File: config.mk
export PLATFORM = sky130hd
export DESIGN_NAME = sps_serial_port
export DESIGN_NICKNAME = d
export VERILOG_FILES = /design/src/rtl/sps_pkg.sv /design/src/rtl/sps_serial_port.sv
export VERILOG_INCLUDE_DIRS = /design/src /design/src/rtl
export SDC_FILE = /design/constraint.sdc
export NUM_CORES = 1
export LEC_CHECK = 0
export BUFFER_PORTS_ARGS = -buffer_cell sky130_fd_sc_hd__buf_2
export CAP_MARGIN = 20
export CORE_MARGIN = 1
export CORE_UTILIZATION = 33
export CTS_CLUSTER_DIAMETER = 150
export DETAILED_ROUTE_END_ITERATION = 8
export REMOVE_ABC_BUFFERS = 1
export SLEW_MARGIN = 20
export SYNTH_ARGS = -nofsm -noshare
export SYNTH_HDL_FRONTEND = slang
export SYNTH_SLANG_ARGS = --single-unit
File: constraint.sdc
create_clock -name clk -period 3.26 [get_ports clk]
set_input_delay 0.978 -clock clk [delete_from_list [all_inputs] [get_ports clk]]
set_output_delay 0.978 -clock clk [all_outputs]
set_load 0.01 [all_outputs]
File: src/rtl/sps_defines.svh
// named constants of the synchronous serial port (register map, fields, divider counts)
// assumes one 25 MHz core clock and an 8-bit register port with 2-bit address
`ifndef SPS_DEFINES_SVH
`define SPS_DEFINES_SVH

// ====================================================================
// register indexes
`define SPS_ADDR_DATA      2'h0
`define SPS_ADDR_CTRL      2'h1
`define SPS_ADDR_STAT      2'h2
`define SPS_ADDR_AUX       2'h3

// ====================================================================
// control register fields
`define SPS_CTRL_WRITE_COLLISION_FLAG      7
`define SPS_CTRL_OVF       6
`define SPS_CTRL_EN        5
`define SPS_CTRL_CKP       4
`define SPS_CTRL_RESET     8'h00

// ====================================================================
// status register fields
`define SPS_STAT_SMP       7
`define SPS_STAT_CKE       6
`define SPS_STAT_BF        0
`define SPS_STAT_RESET     8'h00

// ====================================================================
// auxiliary register fields
`define SPS_AUX_SDO_IN     0
`define SPS_AUX_INT_EN     1
`define SPS_AUX_IRQ        7
`define SPS_AUX_RESET      8'h00

// ====================================================================
// mode codes and master half-period lengths less one, in core clocks
`define SPS_MODE_M4        4'h0
`define SPS_MODE_M16       4'h1
`define SPS_MODE_M64       4'h2
`define SPS_MODE_S_SEL     4'h4
`define SPS_MODE_S_FREE    4'h5
`define SPS_HALF_M4        5'h01
`define SPS_HALF_M16       5'h07
`define SPS_HALF_M64       5'h1f
`define SPS_LAST_PHASE     5'h0f
`define SPS_LAST_BIT       3'h7

`endif

File: src/rtl/sps_pkg.sv
// types shared by the synchronous serial port
// assumes sps_defines.svh supplies the numeric constants
package sps_pkg;

    // master sequencer states, one-hot
    typedef enum logic [1:0] {
        SPS_M_IDLE = 2'b01,
        SPS_M_RUN  = 2'b10
    } sps_mstate_t;

endpackage : sps_pkg

File: src/rtl/sps_serial_port.sv
// synchronous serial port in spi mode: master or slave, 8-bit, msb first
// assumes clk at 25 MHz, srst synchronous, register port with read data one cycle late
`timescale 1ns/100ps
`include "sps_defines.svh"

module sps_serial_port (
    input  wire logic       clk,
    input  wire logic       srst,
    input  wire logic [1:0] reg_addr,
    input  wire logic [7:0] reg_wdata,
    input  wire logic       reg_wr,
    input  wire logic       reg_rd,
    output logic      [7:0] reg_rdata,
    input  wire logic       core_sleep,
    output logic            wake_req,
    input  wire logic       sck_in,
    output logic            sck_out,
    output logic            sck_oe,
    input  wire logic       sdi,
    output logic            sdo_out,
    output logic            sdo_oe,
    input  wire logic       ss_n
);

    // ================================================================
    // registers
    logic [7:0]           buf_reg;
    logic [7:0]           ctrl_reg;
    logic [7:0]           stat_reg;
    logic [7:0]           aux_reg;
    logic [7:0]           rdata_reg;
    logic [7:0]           sr_reg;
    logic [2:0]           bitcnt_reg;
    logic [4:0]           div_reg;
    logic [4:0]           phase_reg;
    logic                 sdo_reg;
    logic                 sck_reg;
    logic                 sck_s1_reg;
    logic                 sck_s2_reg;
    logic                 sck_s3_reg;
    logic                 ss_s1_reg;
    logic                 ss_s2_reg;
    sps_pkg::sps_mstate_t mstate_reg;

    // ================================================================
    // decoded controls
    logic       en;
    logic       clock_idle_polarity;
    logic       cke;
    logic       input_sample_phase;
    logic [3:0] mode;
    logic       is_master;
    logic       is_slave;
    logic       slave_gate;
    logic       busy;
    logic [4:0] half_len;
    logic       tick;
    logic       m_cap;
    logic       m_out;
    logic       s_edge;
    logic       s_lead;
    logic       s_cap;
    logic       s_out;
    logic       cap;
    logic       outp;
    logic       done;
    logic       wr_data;
    logic       start;
    logic       collide;
    logic       overflow;
    logic       load_buf;

    assign en   = ctrl_reg[`SPS_CTRL_EN];
    assign clock_idle_polarity  = ctrl_reg[`SPS_CTRL_CKP];
    assign mode = ctrl_reg[3:0];
    assign cke  = stat_reg[`SPS_STAT_CKE];
    assign input_sample_phase  = stat_reg[`SPS_STAT_SMP];

    // mode field decode; reserved codes leave the port inert
    assign is_master = en && (mode == `SPS_MODE_M4 || mode == `SPS_MODE_M16 ||
                              mode == `SPS_MODE_M64);
    assign is_slave  = en && (mode == `SPS_MODE_S_SEL || mode == `SPS_MODE_S_FREE);
    // select input only matters in the select-controlled slave mode
    assign slave_gate = is_slave && (mode == `SPS_MODE_S_FREE || !ss_s2_reg);

    // divider length per master rate
    always_comb begin
        unique case (mode)
            `SPS_MODE_M16: half_len = `SPS_HALF_M16;
            `SPS_MODE_M64: half_len = `SPS_HALF_M64;
            default:       half_len = `SPS_HALF_M4;
        endcase
    end

    // ================================================================
    // master timing: 16 sck half periods, one spare tick for late sampling
    // sleep stops ticks so the transfer holds its place
    assign tick  = (mstate_reg == sps_pkg::SPS_M_RUN) && !core_sleep &&
                   (div_reg == half_len);
    // capture on the edge opposite to output; smp moves it one half period later
    assign m_cap = tick && ((phase_reg[0] ^ input_sample_phase) != cke) &&
                   (input_sample_phase ? (phase_reg != 5'h00) : (phase_reg <= `SPS_LAST_PHASE));
    assign m_out = tick && (phase_reg[0] == cke) && (phase_reg <= `SPS_LAST_PHASE);

    // ================================================================
    // slave edges from the synchronised external clock
    assign s_edge = slave_gate && (sck_s2_reg != sck_s3_reg);
    assign s_lead = (sck_s3_reg == clock_idle_polarity);
    assign s_cap  = s_edge && (s_lead == cke);
    assign s_out  = s_edge && (s_lead != cke);

    assign cap  = is_master ? m_cap : s_cap;
    assign outp = is_master ? m_out : s_out;
    assign done = cap && (bitcnt_reg == `SPS_LAST_BIT);

    // ================================================================
    // software side events
    assign busy     = (mstate_reg == sps_pkg::SPS_M_RUN) ||
                      (is_slave && bitcnt_reg != 3'h0);
    assign wr_data  = reg_wr && (reg_addr == `SPS_ADDR_DATA);
    assign collide  = wr_data && busy;
    assign start    = wr_data && !busy && is_master;
    assign overflow = done && is_slave && stat_reg[`SPS_STAT_BF];
    assign load_buf = done && !overflow;

    // ================================================================
    // synchronisers for external clock and select
    always_ff @(posedge clk) begin
        if (srst) begin
            sck_s1_reg <= 1'b0;
            sck_s2_reg <= 1'b0;
            sck_s3_reg <= 1'b0;
            ss_s1_reg  <= 1'b1;
            ss_s2_reg  <= 1'b1;
        end else begin
            sck_s1_reg <= sck_in;
            sck_s2_reg <= sck_s1_reg;
            sck_s3_reg <= sck_s2_reg;
            ss_s1_reg  <= ss_n;
            ss_s2_reg  <= ss_s1_reg;
        end
    end

    // ================================================================
    // master sequencer and divider
    always_ff @(posedge clk) begin
        if (srst || !is_master) begin
            mstate_reg <= sps_pkg::SPS_M_IDLE;
            div_reg    <= 5'h00;
            phase_reg  <= 5'h00;
        end else begin
            unique case (mstate_reg)
                sps_pkg::SPS_M_IDLE: begin
                    if (start) begin
                        mstate_reg <= sps_pkg::SPS_M_RUN;
                        div_reg    <= 5'h00;
                        phase_reg  <= 5'h00;
                    end
                end
                sps_pkg::SPS_M_RUN: begin
                    if (!core_sleep) begin
                        div_reg <= tick ? 5'h00 : div_reg + 5'h01;
                    end
                    if (tick) begin
                        phase_reg <= phase_reg + 5'h01;
                        if (phase_reg == `SPS_LAST_PHASE + {4'h0, input_sample_phase}) begin
                            mstate_reg <= sps_pkg::SPS_M_IDLE;
                        end
                    end
                end
            endcase
        end
    end

    // serial clock output, idles at the programmed polarity
    always_ff @(posedge clk) begin
        if (srst) begin
            sck_reg <= 1'b0;
        end else if (!is_master || mstate_reg == sps_pkg::SPS_M_IDLE) begin
            sck_reg <= clock_idle_polarity;
        end else if (tick && phase_reg <= `SPS_LAST_PHASE) begin
            sck_reg <= ~sck_reg;
        end
    end

    // ================================================================
    // shift register, output bit and bit counter
    // a capture and an output in one cycle take the next bit from below
    always_ff @(posedge clk) begin
        if (srst) begin
            sr_reg     <= 8'h00;
            sdo_reg    <= 1'b0;
            bitcnt_reg <= 3'h0;
        end else if (!en || (is_slave && !slave_gate)) begin
            bitcnt_reg <= 3'h0;
            if (wr_data && is_slave) begin
                sr_reg  <= reg_wdata;
                sdo_reg <= reg_wdata[7];
            end
        end else if (wr_data && !busy) begin
            sr_reg     <= reg_wdata;
            sdo_reg    <= reg_wdata[7];
            bitcnt_reg <= 3'h0;
        end else begin
            if (cap) begin
                sr_reg     <= {sr_reg[6:0], sdi};
                bitcnt_reg <= bitcnt_reg + 3'h1;
            end
            if (outp) begin
                sdo_reg <= cap ? sr_reg[6] : sr_reg[7];
            end
        end
    end

    // ================================================================
    // data buffer: software writes while not busy load it, completed bytes replace it unless they overflow
    always_ff @(posedge clk) begin
        if (srst) begin
            buf_reg <= 8'h00;
        end else if (load_buf) begin
            buf_reg <= {sr_reg[6:0], sdi};
        end else if (wr_data && !busy) begin
            buf_reg <= reg_wdata;
        end
    end

    // ================================================================
    // control register; hardware set beats a software clear
    always_ff @(posedge clk) begin
        if (srst) begin
            ctrl_reg <= `SPS_CTRL_RESET;
        end else begin
            if (reg_wr && reg_addr == `SPS_ADDR_CTRL) begin
                ctrl_reg <= reg_wdata;
            end
            if (collide) begin
                ctrl_reg[`SPS_CTRL_WRITE_COLLISION_FLAG] <= 1'b1;
            end
            if (overflow) begin
                ctrl_reg[`SPS_CTRL_OVF] <= 1'b1;
            end
        end
    end

    // status register: sample phase and edge writable, full flag read only
    always_ff @(posedge clk) begin
        if (srst) begin
            stat_reg <= `SPS_STAT_RESET;
        end else begin
            if (reg_wr && reg_addr == `SPS_ADDR_STAT) begin
                stat_reg[`SPS_STAT_SMP] <= reg_wdata[`SPS_STAT_SMP];
                stat_reg[`SPS_STAT_CKE] <= reg_wdata[`SPS_STAT_CKE];
            end
            if (reg_rd && reg_addr == `SPS_ADDR_DATA) begin
                stat_reg[`SPS_STAT_BF] <= 1'b0;
            end
            if (load_buf) begin
                stat_reg[`SPS_STAT_BF] <= 1'b1;
            end
        end
    end

    // auxiliary register: output-as-input, interrupt enable, byte flag
    always_ff @(posedge clk) begin
        if (srst) begin
            aux_reg <= `SPS_AUX_RESET;
        end else begin
            if (reg_wr && reg_addr == `SPS_ADDR_AUX) begin
                aux_reg[`SPS_AUX_SDO_IN] <= reg_wdata[`SPS_AUX_SDO_IN];
                aux_reg[`SPS_AUX_INT_EN] <= reg_wdata[`SPS_AUX_INT_EN];
                aux_reg[`SPS_AUX_IRQ]    <= reg_wdata[`SPS_AUX_IRQ];
            end
            if (done) begin
                aux_reg[`SPS_AUX_IRQ] <= 1'b1;
            end
        end
    end

    // read data stands in the cycle after the strobe only
    always_ff @(posedge clk) begin
        if (srst || !reg_rd) begin
            rdata_reg <= 8'h00;
        end else begin
            unique case (reg_addr)
                `SPS_ADDR_DATA: rdata_reg <= buf_reg;
                `SPS_ADDR_CTRL: rdata_reg <= ctrl_reg;
                `SPS_ADDR_STAT: rdata_reg <= stat_reg;
                `SPS_ADDR_AUX:  rdata_reg <= aux_reg;
            endcase
        end
    end

    // ================================================================
    // pins; raw select gates the driver so release needs no sync delay
    assign reg_rdata = rdata_reg;
    assign sck_out   = sck_reg;
    assign sck_oe    = is_master;
    assign sdo_out   = sdo_reg;
    assign sdo_oe    = !aux_reg[`SPS_AUX_SDO_IN] && (is_master ||
                       (is_slave && (mode == `SPS_MODE_S_FREE || !ss_n)));
    assign wake_req  = core_sleep && aux_reg[`SPS_AUX_IRQ] &&
                       aux_reg[`SPS_AUX_INT_EN];

    // ================================================================
    // checks
    a_sdo_release: assert property (@(posedge clk) disable iff (srst)
        (is_slave && mode == `SPS_MODE_S_SEL && ss_n) |-> !sdo_oe)
        else $error("output driven while deselected");
    a_sdo_input: assert property (@(posedge clk) disable iff (srst)
        aux_reg[`SPS_AUX_SDO_IN] |-> !sdo_oe)
        else $error("output driven while configured as input");
    a_sdo_select: assert property (@(posedge clk) disable iff (srst)
        (is_slave && mode == `SPS_MODE_S_SEL && !ss_n && !aux_reg[`SPS_AUX_SDO_IN])
        |-> sdo_oe)
        else $error("output not driven while selected");
    a_start_run: assert property (@(posedge clk) disable iff (srst)
        (start && is_master) ##1 is_master |-> mstate_reg == sps_pkg::SPS_M_RUN)
        else $error("master write did not start transfer");
    // a received byte may land in the same cycle as a refused write
    a_collide_flag: assert property (@(posedge clk) disable iff (srst)
        (collide && !load_buf) |=> ctrl_reg[`SPS_CTRL_WRITE_COLLISION_FLAG] && $stable(buf_reg))
        else $error("busy write not flagged or not ignored");
    a_bf_load: assert property (@(posedge clk) disable iff (srst)
        load_buf |=> stat_reg[`SPS_STAT_BF] && aux_reg[`SPS_AUX_IRQ])
        else $error("load did not set full and byte flags");
    a_bf_read_clear: assert property (@(posedge clk) disable iff (srst)
        (reg_rd && reg_addr == `SPS_ADDR_DATA && !load_buf)
        |=> !stat_reg[`SPS_STAT_BF])
        else $error("buffer read did not clear full flag");
    a_ovf_keep: assert property (@(posedge clk) disable iff (srst)
        overflow |=> ctrl_reg[`SPS_CTRL_OVF] && $stable(buf_reg))
        else $error("overflow byte not discarded");
    a_bitcnt_clear: assert property (@(posedge clk) disable iff (srst)
        !en |=> bitcnt_reg == 3'h0)
        else $error("bit counter not cleared on disable");
    a_deselect_clear: assert property (@(posedge clk) disable iff (srst)
        (is_slave && mode == `SPS_MODE_S_SEL && ss_s2_reg) |=> bitcnt_reg == 3'h0)
        else $error("bit counter not cleared on deselect");
    a_sleep_hold: assert property (@(posedge clk) disable iff (srst)
        (core_sleep && is_master) ##1 (core_sleep && is_master)
        |-> $stable(phase_reg) && $stable(sck_reg))
        else $error("master moved during sleep");
    a_first_bit: assert property (@(posedge clk) disable iff (srst)
        start |=> sdo_out == $past(reg_wdata[7]))
        else $error("first bit not presented");
    // the last tick of a byte returns to idle, so no further tick follows
    a_div4_rate: assert property (@(posedge clk) disable iff (srst)
        (tick && mode == `SPS_MODE_M4 && !core_sleep) ##1 !core_sleep
        |-> !tick ##1 (tick || core_sleep || !is_master ||
                       mstate_reg == sps_pkg::SPS_M_IDLE))
        else $error("divide-by-4 rate wrong");

endmodule : sps_serial_port

# Yosys cells after proc, flatten, opt, wreduce, memory -nomap -nowiden
# Index checks and enable logic that the tools add are counted.
word_totals:
  n_memories: 0
  mem_bits_ro: 0
  ramBits: 0
  regBits: 60
  latch_bits: 0
  out_inout_bits: 13
classes:
  n_lt_le_gt_ge: 1
  n_mul: 0
  bitwise: 2
  div_mod_pow: 0
  n_eq_ne: 23
  n_reduce_logical: 71
  mux: 35
  add_sub_neg: 4
  n_shift: 0
ops:
  columns: ["op", "count"]
  rows:
  - ["8-bit 2-to-1 mux", 7]
  - ["1-bit logical AND", 32]
  - ["8-bit case mux with 4 select lines", 1]
  - ["5-bit case mux with 2 select lines", 3]
  - ["5-bit 2-to-1 mux", 4]
  - ["1-bit 2-to-1 mux", 16]
  - ["2-bit nonzero test", 6]
  - ["1-bit logical OR", 11]
  - ["5-bit by 1-bit adder with 5-bit output (second input constant)", 2]
  - ["5-bit equality test", 2]
  - ["1-bit logical NOT", 10]
  - ["3-bit nonzero test", 3]
  - ["4-bit by 3-bit equality test with 1-bit output (second input constant)", 2]
  - ["2-bit AND reduction", 4]
  - ["2-bit equality test (second input constant)", 3]
  - ["2-bit 2-to-1 mux", 3]
  - ["2-bit != test (second input constant)", 3]
  - ["4-bit by 1-bit adder with 5-bit output (first input constant)", 1]
  - ["5-bit by 4-bit <= comparator with 1-bit output (second input constant)", 1]
  - ["5-bit nonzero test", 1]
  - ["2-bit by 1-bit equality test with 1-bit output (second input constant)", 2]
  - ["4-bit by 1-bit equality test with 1-bit output (second input constant)", 1]
  - ["4-bit by 2-bit equality test with 1-bit output (second input constant)", 1]
  - ["4-bit logical NOT", 1]
  - ["other kinds (11)", 16]

# Depth between registers and ports, before layout
depth:
  ltp_word: 13
  ltp_mapped: 9

# Least setup slack after synthesis
# OpenSTA, ideal clock, no wires.
synth_path:
  kind: "input -> register"
  startpoint: "input port reg_addr[0]"
  endpoint: "register sdo_reg (netlist: sdo_out)"
  setup_time_ps: 116
  arrival_time_ps: 2629
  path_buffers: 2
  t_required_ps: 3144
  setup_slack_ps: 515
  path_stages: 8
  path_cell_list: "clkbuf_1 > or3b_2 > a21oi_1 > a21oi_1 > buf_4 > mux2i_1 > mux2i_1 > a41o_1"
synth_between:
  elab_chain_cells: 5
  elab_cells_between_ends: 9
  cone_classes: "eq/ne: 1; mux: 2; reduce/logical: 6"
synth_rtl:
  columns: ["item", "line_no", "source"]
  rows:
  - ["start, declared", "sps_serial_port.sv:9", "input wire logic [1:0] reg_addr,"]
  - ["2-bit logical NOT (*)", null, null]
  - ["1-bit logical AND (*)", "sps_serial_port.sv:120", "assign wr_data = reg_wr && (reg_addr == `SPS_ADDR_DATA);"]
  - ["1-bit logical AND, on equally long branches", "sps_serial_port.sv:196, sps_serial_port.sv:200", null]
  - ["2-bit by 1-bit != test with 1-bit output (no source line), or another cell as far along", null, null]
  - ["2-bit AND reduction (no source line) or 1-bit 2-to-1 mux (tied branches)", null, null]
  - ["end signal, assigned", "sps_serial_port.sv:198", "sdo_reg <= reg_wdata[7];"]
  - ["end signal, assigned", "sps_serial_port.sv:202", "sdo_reg <= reg_wdata[7];"]
  - ["end signal, assigned", "sps_serial_port.sv:210", "sdo_reg <= cap ? sr_reg[6] : sr_reg[7];"]
  - ["end, declared", "sps_serial_port.sv:36", "logic sdo_reg;"]
# Every way passes the cells marked *; elsewhere a longest branch is shown, timed or not.
# A chain may end at the register's enable or synchronous reset.

# Worst setup path after layout
layout_path:
  startpoint: "register ctrl_reg[2]"
  endpoint: "output port sdo_oe"
layout_between:
  elab_chain_cells: 6
  elab_cells_between_ends: 14
  cone_classes: "eq/ne: 4; reduce/logical: 10"
layout_rtl:
  columns: ["item", "line_no", "source"]
  rows:
  - ["start, declared", "sps_serial_port.sv:28", "logic [7:0] ctrl_reg;"]
  - ["start signal, assigned", "sps_serial_port.sv:231", "ctrl_reg <= `SPS_CTRL_RESET;"]
  - ["start signal, assigned", "sps_serial_port.sv:234", "ctrl_reg <= reg_wdata;"]
  - ["4-bit by 1-bit equality test with 1-bit output, or another cell as far along", null, null]
  - ["1-bit logical OR (no source line)", null, null]
  - ["1-bit logical OR (no source line) or 1-bit logical AND (tied branches)", null, null]
  - ["1-bit logical AND, on equally long branches", "sps_serial_port.sv:80, sps_serial_port.sv:300", null]
  - ["1-bit logical OR (*)", "sps_serial_port.sv:299", "assign sdo_oe = !aux_reg[`SPS_AUX_SDO_IN] && (is_master ||"]
  - ["1-bit logical AND (*)", "sps_serial_port.sv:299", null]
  - ["end, declared", "sps_serial_port.sv:21", "output logic sdo_oe,"]
# Marked as above.

==> results.toml <==
[status]
status = "complete, no violations"

[place]
portBuffers = 30
hpwl_mm = 5.437
dp_slack_ns = 0.3445
place_area_um2 = 3401
gp_congestion = 0.7552

[min_path]
hold_path_class = "register to register"
hold_depth = 1

[synth]
syn_area_per_cell_um2 = 9.275
syn_inst = 339
synth-simple-area-share = 0.1695
synth.yosys.seq_area_share = 0.3820
yosysTopAreaCell = "dfxtp_1"
synth_top_family_by_area = "compound AO/OA/AOI/OAI gates"
synth_compound_area_frac = 0.1954
yosys.area_share.xor_xnor = 0.02507
synth_top_area_frac = 0.3820
synth_cell_types = 54
synthMuxAreaShare = 0.1492
synth_edf_count = 0
synthArstFlopShare = 0
synthesis.area_um2 = 3144
synthFlopType = "dfxtp_1"
ys_warn_count = 0
synth_fa_ha_area_frac = 0.02786
ys_top_cells_by_area = "dfxtp_1 38%, mux2i_1 12%, a21oi_1 6.0%, nor2_1 4.2%, ha_1 2.8%"
ys_ff_latch = 60

[sta]
period_share = 0.8415
skew_ns = 0.009668
fmax_mhz = 364.5
slew_headroom = 0.5296
final.min_clock_period_ns = 2.743
final.setup.tns_ns = 0
finalMaxSlewViolations = 0
setup_violations = 0
fin_ws_ns = 0.5167
worst_slew_pin_slew_ns = 0.7056
rsz0062_at_grt = "no"
hold_viol = 0

[drt]
avgRoutedWirePerCell_um = 15.28
first_pass_iters = 4
drtIter0Drc = 212
route.detailed.drc = 0
wirelength_mm = 7.642
vias = 2552
viasPerCell = 5.104
final_antenna_net_count = 0

[layout]
stdcell_area_um2 = 3659
most-common-layout-cells = "60 x dfxtp_1, 39 x mux2i_1, 38 x a21oi_1, 35 x nor2_1, 30 x buf_2"
drive_gt1_frac = 0.2237
n_antenna_cell = 0
fillCellCount = 919
final_common_cell = "dfxtp_1"
layout.nets = 391
syn_to_final_growth_pct = 16.35

[clocking]
cts_tree = "done"
clockBufferDepth = 2
clock_latency_ns = 0.34
root_buffer = "clkbuf_8"
post_cts_buffers = 0
cts.sinks = 60
clk_pin_slew_worst_paths_ns = 0.07
postCtsHoldBufs = 0
cts_buffers = 9
h-tree-depth = 3
cts_resized = 0

[worst_setup_path]
arrival_ns = 1.77
cp.required_ns = 2.28
start_kind = "register"
r2r_slack_ns = 0.67
worstRegToRegCells = 8
endpoint_kind = "output pin"
crit_type = "register to output pin"
path_max_fanout = 15

[floorplanning]
die_area_um2 = 9922
rows = 35
die_h_um = 99.61
start_util = 0.3403
coreArea_um2 = 9240
pin_count = 31
die_x_um = 99.61

[power]
switching_share = 0.2242
internal-power_uw = 1356
power_uw = 1748
pwr-share-comb = 0.072
ir_worst_vdd_mv = 0.2076
clkPwrFrac = 0.491
power_frac_seq = 0.437
power.switching_uw = 392.0
cellPowerDensity_nw_per_um2 = 477.9
power.leakage_uw = 0.001476

[global_route]
grt_pass1_vias = 2408
grt_max_degree = 32
overflow = 0
grt_usage = 0.1676
grt_pass1_wl_mm = 12.57
antenna_found_initial = 0

[run]
drv_cap = 0
stage by stage:
step,instances,util,hold slack (ns)
floorplan,319,-,0.3895
global placement,484,0.3680,0.3938
detailed placement,484,0.3680,0.3985
CTS,500,0.3959,0.4154
global route,500,0.3959,0.4325
finish,500,0.3959,0.4121
kinds of logic (layout without fill, tap and decap cells):
group,after synthesis,count (layout)
buffers and inverters,36,68
DFF,60,60
and+or+nand+nor,103,103
AOI/OAI and AO/OA,80,80
muxes,44,44
xor gates and xnor gates,9,9
adders and majority gates,7,7
cell type report:
cell class,instances,area (um2),share of cell area
Sequential cell,60,1201,0.3283
Clock buffer,11,151.4,0.04138
Tap cell,129,161.4,0.04412
Clock inverter,5,106.4,0.02907
Inverter,16,60.06,0.01642
Multi-Input combinational cell,243,1783,0.4873
Timing Repair Buffer,36,195.2,0.05335
synthesized netlist by cell type, drive strengths merged, types with 3 or more instances:
cell type	count
xnor2	4
nor2	35
a311oi	9
ha	7
nand2b	8
a41oi	3
nand2	18
clkbuf	14
or2	4
xor2	5
nand4	4
dfxtp	60
a21oi	38
o21ai	4
buf	6
mux2	3
nor2b	9
mux2i	39
nor3	8
inv	16
a31o	8
nand3	5
power by group through the flow:
| stage | Combinational [uW] | Clock [uW] | Sequential [uW] |
|---|---|---|---|
| 2_1_floorplan | 73.4 | 0 | 776 |
| 3_3_place_gp | 123 | 0 | 781 |
| 3_5_place_dp | 125 | 0 | 781 |
| 4_1_cts | 125 | 879 | 764 |
| 5_1_grt | 137 | 918 | 766 |
| 6_report | 125 | 858 | 765 |
critical path, cell delays in order (launching register included):
cell	delay (ns)
dfxtp_1	0.49
and4bb_2	0.31
buf_4	0.23
nand2_1	0.07
a21oi_1	0.16
buf_2	0.15
layer usage:
| layer | vias to the layer above | part of all wire | track usage | routed length [um] |
|---|---|---|---|---|
| met5 | - | 0 | 0 | 0 |
| met4 | 0 | 0.019 | 0.08258 | 149 |
| met3 | 11 | 0.055 | 0.03514 | 422 |
| met2 | 66 | 0.45 | 0.2532 | 3455 |
| met1 | 1205 | 0.47 | 0.2268 | 3614 |
| li1 | 1270 | - | - | - |
worst paths after layout:
path | startpoint | to
worst min register to register | ss_s1_reg | ss_s2_reg
worst min-delay path | ss_s1_reg | ss_s2_reg
worst max-delay path | ctrl_reg[2] | sdo_oe
worst max register to register | phase_reg[0] | buf_reg[1]
Power figures use the tool's default switching activity.
